**config.mk**
```make
export PLATFORM = sky130hd
export DESIGN_NAME = uarx_receiver
export DESIGN_NICKNAME = d
export VERILOG_FILES = /design/src/core/uarx_pkg.sv /design/src/core/uarx_receiver.sv
export SDC_FILE = /design/constraint.sdc
export NUM_CORES = 1
export LEC_CHECK = 0
export ABC_AREA = 1
export BUFFER_PORTS_ARGS = -buffer_cell sky130_fd_sc_hd__buf_4
export CAP_MARGIN = 20
export CORE_MARGIN = 10
export CORE_UTILIZATION = 55
export CTS_CLUSTER_DIAMETER = 60
export DETAILED_ROUTE_END_ITERATION = 12
export GPL_TIMING_DRIVEN = 0
export PLACE_DENSITY = 0.8
export SLEW_MARGIN = 25
export SYNTH_ARGS = -nofsm -noshare
export SYNTH_HDL_FRONTEND = slang
export SYNTH_SLANG_ARGS = --single-unit
```
**constraint.sdc**
```tcl
create_clock -name clock -period 2.3 [get_ports clock]
set_input_delay 0.23 -clock clock [delete_from_list [all_inputs] [get_ports clock]]
set_output_delay 0.23 -clock clock [all_outputs]
set_load 0.01 [all_outputs]
```
**src/core/uarx_pkg.sv**
```systemverilog
package uarx_pkg;
    // Register byte offsets on the APB bus.
    localparam logic [11:0] OFS_STATUS = 12'h000;
    localparam logic [11:0] OFS_CTLB   = 12'h004;
    localparam logic [11:0] OFS_CTLC   = 12'h008;
    localparam logic [11:0] OFS_DATA   = 12'h00c;
    // Status register fields.
    localparam int STAT_RXC = 7;
    localparam int STAT_FE  = 4;
    localparam int STAT_DOR = 3;
    localparam int STAT_UPE = 2;
    localparam int STAT_DS  = 1;
    // Control register b fields.
    localparam int CTLB_IRQEN = 7;
    localparam int CTLB_RXEN  = 4;
    localparam int CTLB_RX8   = 1;
    // Control register c fields: parity mode [5:4], stop select, size [2:0].
    localparam int CTLC_PM  = 4;
    localparam int CTLC_SBS = 3;
    localparam int CTLC_SZ  = 0;
    // Reset values and the nine-bit size code.
    localparam logic       DS_RST  = 1'b0;
    localparam logic [1:0] PM_RST  = 2'h0;
    localparam logic [2:0] SZ_RST  = 3'h3;
    localparam logic [2:0] SZ_NINE = 3'h7;
    // Samples per bit and first voting sample.
    localparam logic [4:0] SPB_NORM = 5'h10;
    localparam logic [4:0] SPB_DS   = 5'h08;
    localparam logic [4:0] V1_NORM  = 5'h08;
    localparam logic [4:0] V1_DS    = 5'h04;

    typedef struct packed {
        logic [8:0] data;
        logic       fe;
        logic       dor;
        logic       upe;
    } uarx_entry_t;

    typedef enum {
        ST_IDLE,
        ST_START,
        ST_DATA,
        ST_PAR,
        ST_STOP
    } uarx_state_t;
endpackage

```
**src/core/uarx_receiver.sv**
```systemverilog
// Our own choices: the APB register port and the address map.
`timescale 1ns/100ps
`default_nettype none

// How it works
// - Ready flag high exactly while buffer nonempty.
// - Clearing enable flushes buffer, clears ready flag.
// - Irq follows ready flag while irq enabled.
// - Error status stored with each character.
// - Data read advances buffer read pointer.
// - Writes to error flags are ignored.
// - Error flags never raise interrupts.
// - Frame error from first stop bit only.
// - Overrun: full buffer, waiting char, new start.
// - Overrun cleared on successful buffer transfer.
// - Parity checked when high mode bit set.
// - Parity error kept if enabled at arrival.
// - Parity error reads zero when checking off.
// - Disable is immediate, frame abandoned.
// - Sixteen samples per bit, eight double speed.
// - Falling edge starts detection, sample one.
// - Start vote on samples 8-10 or 4-6.
// - Majority high rejects start as noise.
// - Resynchronise on every valid start bit.
// - Each bit decided by centre majority vote.
// - Store at first stop, ignore second.
// - Unused upper data bits read zero.
// - Enabled receiver takes over the pin.
module uarx_receiver (
    input  wire logic        clock,
    input  wire logic        reset,
    input  wire logic        psel,
    input  wire logic        penable,
    input  wire logic        pwrite,
    input  wire logic [11:0] paddr,
    input  wire logic [31:0] pwdata,
    output logic      [31:0] prdata,
    output logic             pready,
    output logic             pslverr,
    input  wire logic        sample_tick,
    input  wire logic        serial_rx_pin,
    output logic             rx_complete_irq,
    output logic             rx_pin_override
);
    logic                 rx_s1;
    logic                 rx_s2;
    logic                 rx_prev;
    logic                 double_speed_select;
    logic                 rx_complete_irq_enable;
    logic                 receiver_enable;
    logic [1:0]           parity_mode;
    logic                 stop_bit_select;
    logic [2:0]           char_size;
    uarx_pkg::uarx_state_t st;
    logic [4:0]           cnt;
    logic [1:0]           smp;
    logic [3:0]           bitn;
    logic [8:0]           shreg;
    logic                 parb;
    uarx_pkg::uarx_entry_t mem [2];
    uarx_pkg::uarx_entry_t pend;
    uarx_pkg::uarx_entry_t head;
    uarx_pkg::uarx_entry_t frame;
    logic                 pend_v;
    logic                 ovr;
    logic                 wp;
    logic                 rp;
    logic [1:0]           bcnt;
    logic [4:0]           spb;
    logic [4:0]           v1;
    logic [4:0]           v3;
    logic [3:0]           nbits;
    logic                 maj;
    logic                 at_vote;
    logic                 at_end;
    logic                 start_ok;
    logic                 start_rej;
    logic                 frame_done;
    logic                 wr;
    logic                 rd;
    logic                 hit;
    logic                 pop;
    logic                 room;
    logic                 push;
    logic                 rx_complete_flag;
    logic                 stat_upe;

    // The pin is asynchronous; only rx_s2 is looked at.
    always_ff @(posedge clock) begin
        if (reset) begin
            rx_s1 <= 1'b1;
            rx_s2 <= 1'b1;
        end else begin
            rx_s1 <= serial_rx_pin;
            rx_s2 <= rx_s1;
        end
    end

    assign wr = psel & penable & pwrite;
    assign rd = psel & penable & ~pwrite;
    assign hit = paddr == uarx_pkg::OFS_STATUS || paddr == uarx_pkg::OFS_CTLB
              || paddr == uarx_pkg::OFS_CTLC || paddr == uarx_pkg::OFS_DATA;
    assign pready = 1'b1;
    assign pslverr = psel & penable & ~hit;

    // Only the speed bit of the status register is writable.
    always_ff @(posedge clock) begin
        if (reset) begin
            double_speed_select <= uarx_pkg::DS_RST;
            rx_complete_irq_enable <= 1'b0;
            receiver_enable <= 1'b0;
            parity_mode <= uarx_pkg::PM_RST;
            stop_bit_select <= 1'b0;
            char_size <= uarx_pkg::SZ_RST;
        end else if (wr) begin
            if (paddr == uarx_pkg::OFS_STATUS) begin
                double_speed_select <= pwdata[uarx_pkg::STAT_DS];
            end
            if (paddr == uarx_pkg::OFS_CTLB) begin
                rx_complete_irq_enable <= pwdata[uarx_pkg::CTLB_IRQEN];
                receiver_enable <= pwdata[uarx_pkg::CTLB_RXEN];
            end
            if (paddr == uarx_pkg::OFS_CTLC) begin
                parity_mode <= pwdata[uarx_pkg::CTLC_PM +: 2];
                stop_bit_select <= pwdata[uarx_pkg::CTLC_SBS];
                char_size <= pwdata[uarx_pkg::CTLC_SZ +: 3];
            end
        end
    end

    assign rx_pin_override = receiver_enable;
    // The sample tick already runs at 8x or 16x baud; we only count it.
    assign spb = double_speed_select ? uarx_pkg::SPB_DS : uarx_pkg::SPB_NORM;
    assign v1 = double_speed_select ? uarx_pkg::V1_DS : uarx_pkg::V1_NORM;
    assign v3 = v1 + 5'h02;
    assign nbits = (char_size == uarx_pkg::SZ_NINE) ? 4'h9
                 : char_size[2] ? 4'h8 : {2'h0, char_size[1:0]} + 4'h5;
    assign maj = (smp[1] & smp[0]) | (smp[1] & rx_s2) | (smp[0] & rx_s2);
    assign at_vote = sample_tick && cnt == v3;
    assign at_end = sample_tick && cnt == spb;
    assign start_ok = at_vote && st == uarx_pkg::ST_START && !maj;
    assign start_rej = at_vote && st == uarx_pkg::ST_START && maj;
    assign frame_done = at_vote && st == uarx_pkg::ST_STOP;

    always_comb begin
        frame.data = shreg;
        frame.fe = ~maj;
        frame.dor = ovr;
        // Odd mode inverts the expected parity.
        frame.upe = parity_mode[1] & (parb ^ (^shreg) ^ parity_mode[0]);
    end

    // Clearing the enable drops the frame at once.
    always_ff @(posedge clock) begin
        if (reset || !receiver_enable) begin
            st <= uarx_pkg::ST_IDLE;
            cnt <= 5'h01;
            smp <= 2'h3;
            bitn <= 4'h0;
            shreg <= 9'h000;
            parb <= 1'b0;
            rx_prev <= 1'b1;
        end else if (sample_tick) begin
            rx_prev <= rx_s2;
            cnt <= (at_end || st == uarx_pkg::ST_IDLE) ? 5'h01 : cnt + 5'h01;
            if (cnt == v1 || cnt == v1 + 5'h01) begin
                smp <= {smp[0], rx_s2};
            end
            case (st)
                uarx_pkg::ST_IDLE: begin
                    if (rx_prev && !rx_s2) begin
                        st <= uarx_pkg::ST_START;
                        cnt <= 5'h02;
                        shreg <= 9'h000;
                    end
                end
                uarx_pkg::ST_START: begin
                    if (start_rej) begin
                        st <= uarx_pkg::ST_IDLE;
                    end else if (at_end) begin
                        st <= uarx_pkg::ST_DATA;
                        bitn <= 4'h0;
                    end
                end
                uarx_pkg::ST_DATA: begin
                    if (at_vote) begin
                        shreg[bitn] <= maj;
                    end
                    if (at_end) begin
                        bitn <= bitn + 4'h1;
                        if (bitn == nbits - 4'h1) begin
                            st <= parity_mode[1] ? uarx_pkg::ST_PAR : uarx_pkg::ST_STOP;
                        end
                    end
                end
                uarx_pkg::ST_PAR: begin
                    if (at_vote) begin
                        parb <= maj;
                    end
                    if (at_end) begin
                        st <= uarx_pkg::ST_STOP;
                    end
                end
                uarx_pkg::ST_STOP: begin
                    // Back to idle right after the vote for an early next start.
                    if (at_vote) begin
                        st <= uarx_pkg::ST_IDLE;
                    end
                end
                default: st <= uarx_pkg::ST_IDLE;
            endcase
        end
    end

    assign pop = rd && paddr == uarx_pkg::OFS_DATA && bcnt != 2'h0;
    assign room = bcnt != 2'h2 || pop;
    assign push = room && (pend_v || frame_done);

    always_ff @(posedge clock) begin
        if (reset || !receiver_enable) begin
            pend_v <= 1'b0;
            pend <= '0;
            ovr <= 1'b0;
            wp <= 1'b0;
            rp <= 1'b0;
            bcnt <= 2'h0;
        end else begin
            if (push) begin
                // Status travels with the character into the buffer.
                mem[wp] <= pend_v ? pend : frame;
                wp <= ~wp;
                ovr <= 1'b0;
            end
            if (pend_v && room) begin
                pend_v <= frame_done;
                pend <= frame;
            end else if (frame_done && !room) begin
                pend_v <= 1'b1;
                pend <= frame;
            end
            if (start_ok && pend_v && !room) begin
                pend_v <= 1'b0;
                ovr <= 1'b1;
            end
            if (pop) begin
                rp <= ~rp;
            end
            bcnt <= bcnt + {1'b0, push} - {1'b0, pop};
        end
    end

    assign head = mem[rp];
    assign rx_complete_flag = bcnt != 2'h0;
    assign stat_upe = rx_complete_flag & head.upe & parity_mode[1];
    // Error flags feed no interrupt.
    assign rx_complete_irq = rx_complete_irq_enable & rx_complete_flag;

    always_comb begin
        prdata = 32'h0000_0000;
        if (rd) begin
            case (paddr)
                uarx_pkg::OFS_STATUS: begin
                    prdata[uarx_pkg::STAT_RXC] = rx_complete_flag;
                    prdata[uarx_pkg::STAT_FE] = rx_complete_flag & head.fe;
                    prdata[uarx_pkg::STAT_DOR] = rx_complete_flag & head.dor;
                    prdata[uarx_pkg::STAT_UPE] = stat_upe;
                    prdata[uarx_pkg::STAT_DS] = double_speed_select;
                end
                uarx_pkg::OFS_CTLB: begin
                    prdata[uarx_pkg::CTLB_IRQEN] = rx_complete_irq_enable;
                    prdata[uarx_pkg::CTLB_RXEN] = receiver_enable;
                    prdata[uarx_pkg::CTLB_RX8] = rx_complete_flag & head.data[8];
                end
                uarx_pkg::OFS_CTLC: begin
                    prdata[uarx_pkg::CTLC_PM +: 2] = parity_mode;
                    prdata[uarx_pkg::CTLC_SBS] = stop_bit_select;
                    prdata[uarx_pkg::CTLC_SZ +: 3] = char_size;
                end
                uarx_pkg::OFS_DATA: begin
                    prdata[7:0] = rx_complete_flag ? head.data[7:0] : 8'h00;
                end
                default: prdata = 32'h0000_0000;
            endcase
        end
    end
endmodule // uarx_receiver

`default_nettype wire

```
==> results summary, run 1 <==
The number of global-route vias before repair is 3773. Across the VDD grid, the largest voltage drop is between 300 and 400 µV. The most critical setup path has its startpoint at cnt[3]. The maximum achievable frequency is ~470 MHz. 0 antenna diodes ended up in the layout. The DRC violation count after routing came out at 0. The utilization after layout came out at 0.659. The width of the die is 110 µm. Setup repair after global routing left no endpoint under its margin. The hold violation count in the final report was 0. The post-detailed-route count of antenna-violating nets is 0. The filler-free cell count of the finished design is between 700 and 800.

The routed layout has 3952 vias. The post-route clock skew came out at 0.0119 ns. For this run, the leading register cell type out of synthesis is sky130_fd_sc_hd__dfxtp_1. The worst setup path is launched from a register.

At the later pin of the worst-skew pair, clock insertion delay measures 0.35 ns. Sorting the synthesized cells by how often they occur yields sky130_fd_sc_hd__nand2_1, sky130_fd_sc_hd__nor2_1, sky130_fd_sc_hd__inv_1, sky130_fd_sc_hd__dfxtp_1, sky130_fd_sc_hd__o21ai_0. The die outline area came out at 12000 µm².

During synthesis, Yosys emitted a total of 0 warnings. The total length of routed wires came out at 10.2 mm. After synthesis the netlist holds a flip-flop and latch count of 79. The highest fanout seen on the critical path came out at 7. The fraction of registers with async set or reset after synthesis came out at 0. The via density per instance came out at 5.07. The final-report setup violation count came out at 0. The final number of max-transition violations is 0. The die is 110 µm tall. TritonCTS created 9 clock buffers. The cell sitting at the root of the clock tree is a sky130_fd_sc_hd__clkbuf_8. The detailed-placement wirelength estimate is 7.99 mm. The initial antenna violation count came to 0. The worst endpoint required time came out at 2.55 ns. The worst min-delay path category is in -> reg.

The effective utilization at floorplan came out at 0.568. The ratio of final minimum period to clock period came out at 0.931. The number of input and output port buffers inserted is 35. The startpoint identified for the worst register-to-register timing path is cnt[3]. The first-pass iteration count of the detailed router came out at 5.

The measured slew at the worst slew-check pin came out at 0.614 ns. The startpoint identified for the worst hold timing path is serial_rx_pin. Relative to the synthesized area, the layout overhead comes to 16.0%.

Counting cells, the worst reg-to-reg path comes to 13. Counting tap cells, the placed design contains a total of 764 instances. Across every metal layer, demand over resource in global routing totals 0.175. The worst setup path is of the reg -> reg kind. Yosys instantiated no cell more often than sky130_fd_sc_hd__nand2_1. The H-tree depth is 3.

The worst setup path is captured at a register. The number of distinct library cells after synthesis came out at 39. The final routed wire length divided by cell count came out at 13.1 µm. The mean instance size in the synthesized netlist came out at 7.30 µm².

The gate count of the mapped netlist is 604. Row generation in the floorplan step produced 32 rows. The shortest clock period the worst path allows after layout came out at 2.14 ns. For this design the top-level I/O count stands at 87.

Summing every instance area after synthesis gives 4410 µm². The total overflow left after global routing is 0. The weighted congestion at the end of routability-driven global placement came out at ~0.9.

The number of design-rule violations left by the first detailed-router iteration is 322. The relative slew slack came out at 0.590. The number of max-cap violations came out at 0. The register clock-pin slew on the reported worst setup and hold paths is 0.09 ns. The share of the Yosys chip area taken by registers is 0.413. The first global-routing pass estimated approximately 17 mm of wire. The share of synthesized area in the top cell type comes to 0.250. The fraction of final layout cells with drive strength greater than 1 came out at 0.162. The design draws 0.00264 W. In the post-synthesis netlist, the biggest area contributors are sky130_fd_sc_hd__dfxtp_1, sky130_fd_sc_hd__edfxtp_1, sky130_fd_sc_hd__nand2_1, sky130_fd_sc_hd__nor2_1, sky130_fd_sc_hd__inv_1. The flow ran to the end, and the final reports show no timing, DRC or antenna violations. The analysis attributes to cell leakage a power of around 2.3 nW. For hold timing, the worst endpoint is rx_s1. The core footprint came out at 7770 µm². The total number of clock tree sinks came out at 79. The total power density per cell area came out at ~520 nW/µm². The final layout net count is 736. Entering global routing, the biggest net connects 17 pins.

The number of synthesized flops with an enable pin is 24. The end of the worst register-to-register path is bcnt[1]. The largest buffer count on any clock path came out at 2.

The worst slack on hold paths is 0.0583 ns. The minimum setup slack among reg-to-reg paths is 0.16 ns. TritonCTS built the clock tree. The worst endpoint data arrival time is roughly 2.4 ns. The largest area contributor in the synthesized netlist is sky130_fd_sc_hd__dfxtp_1. The finished cells cover 5120 µm². The worst hold path depth came out at 2. In this run the cell area measured after placement is 4890 µm².
-- kinds of logic (layout without fill, tap and decap cells) --
logic type / after synthesis / after routing / synth area share
simple gates: 291 / 291 / 0.286
fa+ha+maj: 12 / 12 / 0.0340
compound gates: 91 / 91 / 0.115
buf+inv: 118 / 169 / 0.128
xor+xnor: 11 / 11 / 0.0218
flops: 79 / 79 / 0.413
other cells: 2 / 25 / 0.00170
-- worst max path at each step --
stage / depth (start not counted) / to
2_1_floorplan: 9 / mem[0][0]
3_3_place_gp: 9 / mem[0][7]
3_5_place_dp: 9 / mem[0][7]
4_1_cts: 5 / mem[1][2]
5_1_grt: 11 / bcnt[1]
6_report: 13 / bcnt[1]
-- per-stage QoR --
step	worst slack, ns	setup TNS (ns)
floorplan	0.189	0
global placement	-0.330	-6.34
detailed placement	-0.342	-6.54
CTS	0.0511	0
global route	0.00419	0
finish	0.159	0
-- repair_timing --
| item | CTS | global route |
|---|---|---|
| pin swaps | 0 | 0 |
| gates resized for setup | 3 | 4 |
| setup buffers | 0 | 0 |
| setup endpoints to repair | 24 | 25 |
| hold buffers | 0 | 0 |
-- where the power goes --
group / internal, W / switching [W]
clock network: 0.000524 / 0.000565
registers: 0.00143 / 0.000000778
logic: 0.0000660 / 0.0000620
total: 0.00202 / 0.000627
-- layer usage --
metal	track usage	routed length, µm	vias up
li1	-	-	2034
met1	0.207	4390	1771
met2	0.299	4730	120
met3	0.0451	864	27
met4	0.0641	227	0
met5	0	0	-
-- layout make-up --
class	count	area [µm²]
Fill cell	668	2650
Multi-Input combinational cell	430	2130
Sequential cell	79	1820
Inverter	81	307
Timing Repair Buffer	35	263
Buffer	37	258
Tap cell	102	128
Clock buffer	9	124
Clock inverter	7	85.1
-- sequential cells by signal, indices dropped and copies added, names as in the netlist, 2 cells and up, named ones only --
register     count
mem             24
shreg            9
smp              2
pend            12
bcnt             2
bitn             4
st               3
cnt              5
parity_mode      2
char_size        3
-- worst max-delay path, stage by stage, from the launching register on --
cell and delay, ns:
sky130_fd_sc_hd__dfxtp_1 0.47, sky130_fd_sc_hd__nand2_1 0.08, sky130_fd_sc_hd__nand2_1 0.06, sky130_fd_sc_hd__nand2_1 0.07, sky130_fd_sc_hd__nor2_2 0.14, sky130_fd_sc_hd__nand2_2 0.10
sky130_fd_sc_hd__nor2_4 0.13, sky130_fd_sc_hd__o21ai_2 0.11, sky130_fd_sc_hd__ha_1 0.30, sky130_fd_sc_hd__inv_1 0.04, sky130_fd_sc_hd__ha_1 0.18, sky130_fd_sc_hd__xor2_1 0.15
sky130_fd_sc_hd__o21ai_0 0.15, sky130_fd_sc_hd__a21oi_1 0.06
-- layout by cell type (no fill, tap or decap), types with 2 or more instances in the layout --
| cell type | instances |
|---|---|
| sky130_fd_sc_hd__clkinvlp_4 | 2 |
| sky130_fd_sc_hd__inv_1 | 76 |
| sky130_fd_sc_hd__clkbuf_1 | 6 |
| sky130_fd_sc_hd__or2_2 | 9 |
| sky130_fd_sc_hd__nand3_1 | 27 |
| sky130_fd_sc_hd__clkbuf_8 | 9 |
| sky130_fd_sc_hd__a21oi_1 | 29 |
| sky130_fd_sc_hd__o211ai_1 | 9 |
| sky130_fd_sc_hd__nor3_1 | 10 |
| sky130_fd_sc_hd__o21ai_0 | 39 |
| sky130_fd_sc_hd__inv_8 | 2 |
| sky130_fd_sc_hd__nand2_1 | 131 |
| sky130_fd_sc_hd__nor2_1 | 82 |
| sky130_fd_sc_hd__xor2_1 | 8 |
| sky130_fd_sc_hd__edfxtp_1 | 24 |
| sky130_fd_sc_hd__o21ai_2 | 2 |
| sky130_fd_sc_hd__buf_4 | 60 |
| sky130_fd_sc_hd__ha_1 | 12 |
| sky130_fd_sc_hd__dfxtp_1 | 54 |
| sky130_fd_sc_hd__buf_2 | 2 |
| sky130_fd_sc_hd__inv_2 | 4 |
| sky130_fd_sc_hd__o221ai_1 | 2 |
| sky130_fd_sc_hd__a31oi_1 | 3 |
| sky130_fd_sc_hd__nand4_1 | 10 |
| sky130_fd_sc_hd__nor2_2 | 5 |
| sky130_fd_sc_hd__conb_1 | 25 |
| sky130_fd_sc_hd__nor2_4 | 4 |
| sky130_fd_sc_hd__xnor2_1 | 3 |
| sky130_fd_sc_hd__buf_6 | 3 |
| sky130_fd_sc_hd__inv_6 | 2 |
| sky130_fd_sc_hd__o21ai_1 | 3 |
| sky130_fd_sc_hd__nor3b_1 | 8 |
No activity file was read; power rests on OpenSTA's default activity.
==> inputs of run 2 (changes only) <==
- ABC_AREA: 1 -> default
==> run 2 against run 1 <==
  * The run now ends with negative setup slack left
  * Power decreased by 0.38%
  * Hold slack got worse by 0.0031 ns
  * Synthesized area decreased by 4.7%
  * Sequential share of layout area decreased by 0.32 points
  * Non-clock buffer count increased by 21
  * Count of clock-buffer cells in the layout unchanged
  * Critical path depth decreased by 2
  * Largest cell class unchanged
==> results summary, run 2 <==
Relative to the synthesized area, the layout overhead comes to 22.8%. For this design, the slowest cell found on the critical path is sky130_fd_sc_hd__or4_4. The hold violation count in the final report came to 0. The core footprint came out at between 7000 and 8000 µm². The total number of vias is 3295. The synthesized netlist occupies a cell area of 4210 µm². The final layout net count came out at about 580. The post-detailed-route count of antenna-violating nets is 0.

The global-route wire length before repair is 15.5 mm. For the final database, setup skew stands at ~0.0079 ns. Setup violations remaining at the end of the flow were counted as 1. The total length of routed met3 wires is 894 µm. The area after detailed placement came out at 4740 µm². The number of input and output port buffers inserted is 35. The row count is 31. The worst setup path is launched from an input port. In the final layout, the registers with the most flip-flops are mem (24), pend (12), shreg (9). Derived from the worst setup path, the maximum achievable clock frequency is 418 MHz.

The reported leakage power came out at 2.04 nW. The relative slew slack is 0.500. The worst endpoint data arrival time is 2.61 ns. In the routed layout, each cell is associated on average with a via count of 5.32.

The critical path class is in -> reg. The pre-antenna-repair detailed-routing pass consisted of 4 iterations. The commonest cells after synthesis are sky130_fd_sc_hd__dfxtp_1, sky130_fd_sc_hd__nor2_1, sky130_fd_sc_hd__mux2i_1, sky130_fd_sc_hd__nand2_1, sky130_fd_sc_hd__buf_4.

TritonCTS built the clock tree. The filler-free cell count of the finished design came out at around 620. The final routed wire length divided by cell count is 15.8 µm. After detailed routing, the number of remaining DRC violations is 0. The largest net degree at the start of global routing came out at 16. The topmost layer with routed signal wires is met4. The measured slew at the worst slew-check pin came out at 0.749 ns.

The overall power consumption is 0.00263 W. The H-tree depth is 3. Counting flops with a built-in enable in the synthesized netlist gives 24.

The area share of the largest cell type after synthesis came out at 0.262. Setup repair after global routing could not meet its margin everywhere. The number of hold buffers added after CTS was 0.

The detailed-placement wirelength estimate is 7.08 mm. The cell sitting at the root of the clock tree is a sky130_fd_sc_hd__clkbuf_8. The ratio of final minimum period to clock period came out at 1.04. Across the run, the number of max-cap violations was 0.

The total length of routed wires is between 9 and 10 mm. The number of diodes is 0. For this block, the initial DRC count from the detailed router was 152. After global routing the overflow that remains totals 0. The insertion delay to the later sink of the worst-skew pair came out at between 0.3 and 0.4 ns. The sum of buffers and inverters on the critical path came out at 2. The largest buffer count on any clock path came out at 2. Once routing completed, OpenROAD measured the worst setup slack at -0.0916 ns. The worst setup path is captured at a register. Yosys attributes the largest share of cell area to sky130_fd_sc_hd__dfxtp_1, sky130_fd_sc_hd__edfxtp_1, sky130_fd_sc_hd__mux2i_1, sky130_fd_sc_hd__buf_4, sky130_fd_sc_hd__nor2_1.

The most common library cell in the layout ignoring fill and taps is sky130_fd_sc_hd__buf_4. The number of global-route vias before repair was approximately 3200. The weighted congestion at the end of routability-driven global placement is 0.849. The worst slack on hold paths came out at 0.0551 ns. The post-route cell area is 5160 µm².

The synthesized design spends more area on one cell type than any other, namely sky130_fd_sc_hd__dfxtp_1. Among all cell types in the netlist, the one instantiated most often is sky130_fd_sc_hd__dfxtp_1. The chip height came out at 107 µm.

The width of the die is 107 µm. The register clock-pin slew on the reported worst setup and hold paths came out at 0.09 ns. Of all nets on the critical path, the largest fanout is 4. The shortest clock period the worst path allows after layout is 2.39 ns. The count of pins on the block boundary is 87. The wire length on met2 came out at 4.67 mm. In this run the power density over the cells is 510 nW/µm². The number of CTS-inserted buffers is 9. The part of the Yosys area used for sequential elements is 0.433. The count of placed standard cells including taps is 589. The number of flip-flops in the largest register is 24. The register with the most flip-flops in the final layout is mem.

After detailed routing, the wire length on met1 is 4.11 mm. Across every metal layer, demand over resource in global routing totals 0.166. Leaving out fill and tap cells, the most frequent cells in the layout are sky130_fd_sc_hd__buf_4, sky130_fd_sc_hd__dfxtp_1, sky130_fd_sc_hd__nor2_1. A synthesized cell averages 9.73 µm². For this design, the sink count on the clock tree is between 70 and 80. In the final layout, the share of cells above drive strength 1 is 0.262. Among all flip-flop cells after synthesis, the most frequent one is sky130_fd_sc_hd__dfxtp_1.

The delay of the slowest critical-path stage came out at approximately 0.54 ns. The path class of the tightest hold or removal check is in -> reg. The fraction of registers with async set or reset after synthesis came out at 0. The initial antenna violation count came to 0. The die outline area is 11500 µm². Among cell families on the critical path, the largest total delay comes from simple AND/OR/NAND/NOR gates. Counting flops and latches in the post-synthesis netlist gives 79. Yosys printed 0 warnings. The placement-stage worst setup slack is -0.630 ns.

The gate count of the mapped netlist is 432. The final number of max-transition violations is 0. The worst endpoint required time came out at ~2.5 ns. Synthesis instantiated 56 different standard cells from the library. For this configuration, the core starts out at a cell density of 0.574. The worst voltage drop across the vdd grid came out at between 300 and 400 µV. The flow ran to the end, but the final reports show violations. The critical path goes through buf_6, or4_4, or4_4, o21ai_4, o21ai_4, ha_4, inv_2, ha_4, xor2_2, xnor2_1, nor2_1. The final reports fail on negative setup slack.
[run 2: cell types whose count changed after synthesis, sizes merged, moves of 13 or more]
cell,change
o21ai,-29
nand3,-22
mux2,+13
mux2i,+42
nor2,-43
nand2,-100
inv,-73
[run 2: final timing paths]
| kind | startpoint | end | slack [ns] | depth (start not counted) |
|---|---|---|---|---|
| worst max register to register | cnt[3] | bcnt[1] | 0 | 10 |
| worst min register to register | rx_s1 | rx_s2 | 0.43 | 1 |
| worst max-delay path | paddr[1] | bcnt[1] | -0.09 | 11 |
| worst min-delay path | serial_rx_pin | rx_s1 | 0.06 | 2 |
[run 2: power breakdown]
part	total [W]	switching, W	internal (W)
registers	0.00143	0.00000123	0.00143
logic	0.000130	0.0000602	0.0000695
clock network	0.00108	0.000561	0.000516
[run 2: kinds of logic after synthesis]
logic type | count (synthesis) | share of synthesized area
simple gates | 154 | 0.183
compound gates | 55 | 0.0887
mux | 56 | 0.141
fa+ha+maj | 13 | 0.0381
buf+inv | 52 | 0.0708
xor+xnor | 21 | 0.0437
flops | 79 | 0.433
other cells | 2 | 0.00179
[run 2: cell type report]
cell class | count | area [µm²]
Fill cell | 560 | 2170
Inverter | 8 | 30.0
Multi-Input combinational cell | 324 | 2300
Timing Repair Buffer | 50 | 412
Clock buffer | 9 | 124
Buffer | 43 | 268
Tap cell | 99 | 124
Clock inverter | 7 | 80.1
Sequential cell | 79 | 1820
[run 2: timing repair]
| action | in CTS | in global routing |
|---|---|---|
| resized for setup | 6 | 13 |
| setup buffers | 5 | 10 |
| setup endpoints to repair | 41 | 25 |
| pin swaps | 8 | 9 |
[run 2: worst register-to-register path, cell delays in order, from the launching register on]
cell	delay [ns]
sky130_fd_sc_hd__dfxtp_1	0.42
sky130_fd_sc_hd__nor3b_1	0.27
sky130_fd_sc_hd__o211a_1	0.23
sky130_fd_sc_hd__nor3b_4	0.25
sky130_fd_sc_hd__o21ai_4	0.09
sky130_fd_sc_hd__ha_4	0.28
sky130_fd_sc_hd__inv_2	0.04
sky130_fd_sc_hd__ha_4	0.15
sky130_fd_sc_hd__xor2_2	0.17
sky130_fd_sc_hd__xnor2_1	0.19
sky130_fd_sc_hd__nor2_1	0.07
[run 2: stage by stage]
step	TNS [ns]	util
after floorplan	-7.71	-
after global placement	-20.74	0.646
after detailed placement	-22.50	0.646
after CTS	-0.904	0.686
after global routing	-0.434	0.704
final	-0.0916	0.704
[run 2: layer usage]
metal,GRT usage,up-vias
met5,0,-
li1,-,1638
met4,0.0754,0
met3,0.0497,10
met2,0.272,131
met1,0.196,1516
==> inputs of run 3 (changes only) <==
- BUFFER_PORTS_ARGS: -buffer_cell sky130_fd_sc_hd__buf_4 -> default
- DONT_BUFFER_PORTS: default -> 1
- PLACE_DENSITY: 0.8 -> 0.7
==> run 3 against run 2 <==
  * The flow still finishes with violations (negative setup slack)
  * Count of clock-buffer cells in the layout did not move
  * Setup slack better by 0.073 ns
  * Die area stayed put
  * Core utilization is 4.1 points lower
  * Cell count shrank 6.0%
  * Critical path depth is 1 lower
  * Non-clock buffer count is 37 lower
  * Via count fell by 5.3%
  * Hold slack lost 0.035 ns
  * Design area decreased by 5.8%
  * Power down 5.0%
  * Register-to-register slack better by 0.07 ns
  * Critical path type unchanged
  * Largest cell class unchanged
==> results summary, run 3 (synthesis gave the netlist of run 2 again) <==
In this run the standard cell core region covers about 7300 µm². The shortest clock period the worst path allows after layout is 2.32 ns. The final layout net count came out at around 540. During I/O placement, the number of pins put on the boundary was 87. Between clock sinks in the finished design, the worst skew comes to 0.00879 ns.

The initial antenna violation count is 0. The detailed-placement wirelength estimate came out at ~7.0 mm. The total global-route track usage came out at 0.163. The combined area of the multi-input logic cells is 2300 µm². The die outline area came out at 11500 µm². The startpoint kind of the worst setup timing path is an input port. The number of max-cap violations came out at 0. The net switching power is 0.000617 W. The register with the most flip-flops in the layout has 24 of them. The worst endpoint required time is 2.54 ns. In this run the worst setup path begins at paddr[1]. The worst voltage drop across the vdd grid came out at between 200 and 300 µV. The die is about 110 µm tall. The slack of the critical path came out at -0.0183 ns. The worst slack on hold paths came out at about 0.02 ns. For this design the ratio of total power to cell area is 515 nW/µm².

The detail route stage leaves a number of antenna-violating nets equal to 0. More flip-flops sit in one register than any other, and that register is mem. The CTS tree is yes. The final-report setup violation count is 1. The tree is rooted in a sky130_fd_sc_hd__clkbuf_8.

The number of diodes is 0. The sort of element at the end of the critical path is a register. The total number of clock tree sinks is 79. The relative slew slack is 0.570. Routability-driven placement finished with a final weighted congestion of 0.823. The maximum achievable frequency is 431 MHz. The critical path in this run is classified as in -> reg.

The post-synthesis to final-layout area growth came out at 15.6%. The largest net degree at the start of global routing is 17. In this run the worst hold path is classified as in -> reg. After detailed routing, the total wire length is 9.53 mm. The first-pass iteration count of the detailed router came out at 4. The measured slew at the worst slew-check pin is 0.645 ns. In this run the worst path has a maximum fanout of 4. The proportion of power drawn by combinational gates came out at 0.038.

The startpoint identified for the worst register-to-register timing path is double_speed_select. The fraction of final layout cells with drive strength greater than 1 came out at 0.195. The area used by sequential logic in the layout is between 1500 and 2000 µm².

The register clock-pin slew on the reported worst setup and hold paths came out at around 0.09 ns. The H-tree depth came out at 3. Setup repair after global routing could not meet its margin everywhere. In the layout the commonest cells are sky130_fd_sc_hd__dfxtp_1, sky130_fd_sc_hd__nor2_1, sky130_fd_sc_hd__mux2i_1.

The ratio of final minimum period to clock period came out at 1.01. Data arrives at the worst endpoint at approximately 2.6 ns. The number of filler cells placed in the layout came out at 600. The number of CTS-inserted buffers came out at 9.

The final number of max-transition violations came out at 0. The row count came out at 31. The number of global-route vias before repair is 3007.

The flow ran to the end, but the final reports show violations. The width of the die is 107 µm. The effective utilization at floorplan is 0.574. The insertion delay to the later sink of the worst-skew pair is 0.36 ns.

The detailed router placed 3122 vias in this run. Global routing finished with a remaining overflow of 0. The largest registers in the layout are mem (24), pend (12), shreg (9). The count of placed standard cells including taps came out at around 550.

The worst hold path begins at pwdata[5]. The global-route wire length before repair came out at 15.1 mm. Leaving out fill and tap cells, the most frequent cell in the layout is sky130_fd_sc_hd__dfxtp_1. Internal power comes to between 0.0015 and 0.002 W. The number of design-rule violations left by the first detailed-router iteration is 128. The largest buffer count on any clock path is 2. The clock network power share is 0.392. The checks that failed: negative setup slack. The reported leakage power is 1.85 nW. The filler-free cell count of the finished design is around 580.

The hold violation count in the final report came out at 0. The DRC violation count after routing came out at 0. The share of total power dissipated in sequential elements is 0.570.

Dividing the detail-routed via count by the number of cells gives about 5.4. The fraction of power spent switching nets is 0.247. The final routed wire length divided by cell count came out at between 15 and 20 µm. The number of input and output port buffers inserted is 0.
## run 3: cell count changes in the layout (fill, tap and decap cells not counted), sizes merged
cell         delta
buf            -39
dlygate4sd3     +4
clkbuf          -2
inv             +2
bufinv          -1
clkinv          -1
## run 3: critical path, cell delays in order
cell	delay [ns]
sky130_fd_sc_hd__or4_4	0.54
sky130_fd_sc_hd__or4_4	0.60
sky130_fd_sc_hd__o21ai_4	0.24
sky130_fd_sc_hd__o21ai_4	0.12
sky130_fd_sc_hd__ha_4	0.29
sky130_fd_sc_hd__inv_2	0.04
sky130_fd_sc_hd__ha_4	0.14
sky130_fd_sc_hd__xor2_1	0.17
sky130_fd_sc_hd__xnor2_1	0.14
sky130_fd_sc_hd__nor2_1	0.05
## run 3: power by group through the flow
stage / clock network (W) / registers [W] / logic (W)
4_1_cts: 0.00100 / 0.00143 / 0.0000888
5_1_grt: 0.00106 / 0.00143 / 0.000104
3_5_place_dp: 0 / 0.00146 / 0.0000830
6_report: 0.000980 / 0.00143 / 0.0000948
2_1_floorplan: 0 / 0.00146 / 0.0000771
3_3_place_gp: 0 / 0.00146 / 0.0000826
## run 3: cell type report
type	instances	area share
Multi-Input combinational cell	324	0.472
Sequential cell	79	0.375
Buffer	42	0.0543
Timing Repair Buffer	14	0.0288
Clock buffer	9	0.0255
Tap cell	99	0.0255
Clock inverter	7	0.0126
Inverter	8	0.00618
## run 3: per-stage QoR
stage          utilization  setup WS [ns]  instance area (µm²)  total power, W  TNS [ns]
2_1_floorplan            -         -0.374                 4350         0.00154     -7.71
3_3_place_gp         0.611         -0.495                 4480         0.00154    -16.21
3_5_place_dp         0.611         -0.539                 4480         0.00154    -16.93
4_1_cts              0.654        -0.0577                 4790         0.00252   -0.0826
5_1_grt              0.663        -0.0414                 4860         0.00259   -0.0443
6_report             0.663        -0.0183                 4860         0.00250   -0.0183
## run 3: worst paths after layout
| check | slack, ns | endpoint | depth (start not counted) |
|---|---|---|---|
| max | -0.02 | bcnt[1] | 10 |
| min | 0.02 | parity_mode[1] | 2 |
| max reg2reg | 0.07 | bcnt[1] | 10 |
| min reg2reg | 0.42 | rx_s2 | 1 |
## run 3: repair_timing
item | 4_1_cts | 5_1_grt
hold buffers | 4 | 0
endpoints found under the hold margin | 4 | 0
pin swaps | 2 | 3
gates cloned | 0 | 0
gates resized for setup | 5 | 9
endpoints found under the setup margin | 44 | 21
setup buffers | 5 | 5
## run 3: routing by layer
metal | track usage | routed length [µm] | share of wire | vias up
li1 | - | - | - | 1565
met1 | 0.195 | 4310 | 0.45 | 1458
met2 | 0.273 | 4410 | 0.46 | 87
met3 | 0.0545 | 689 | 0.072 | 12
met4 | 0.0487 | 120 | 0.013 | 0
met5 | 0 | 0 | 0 | -
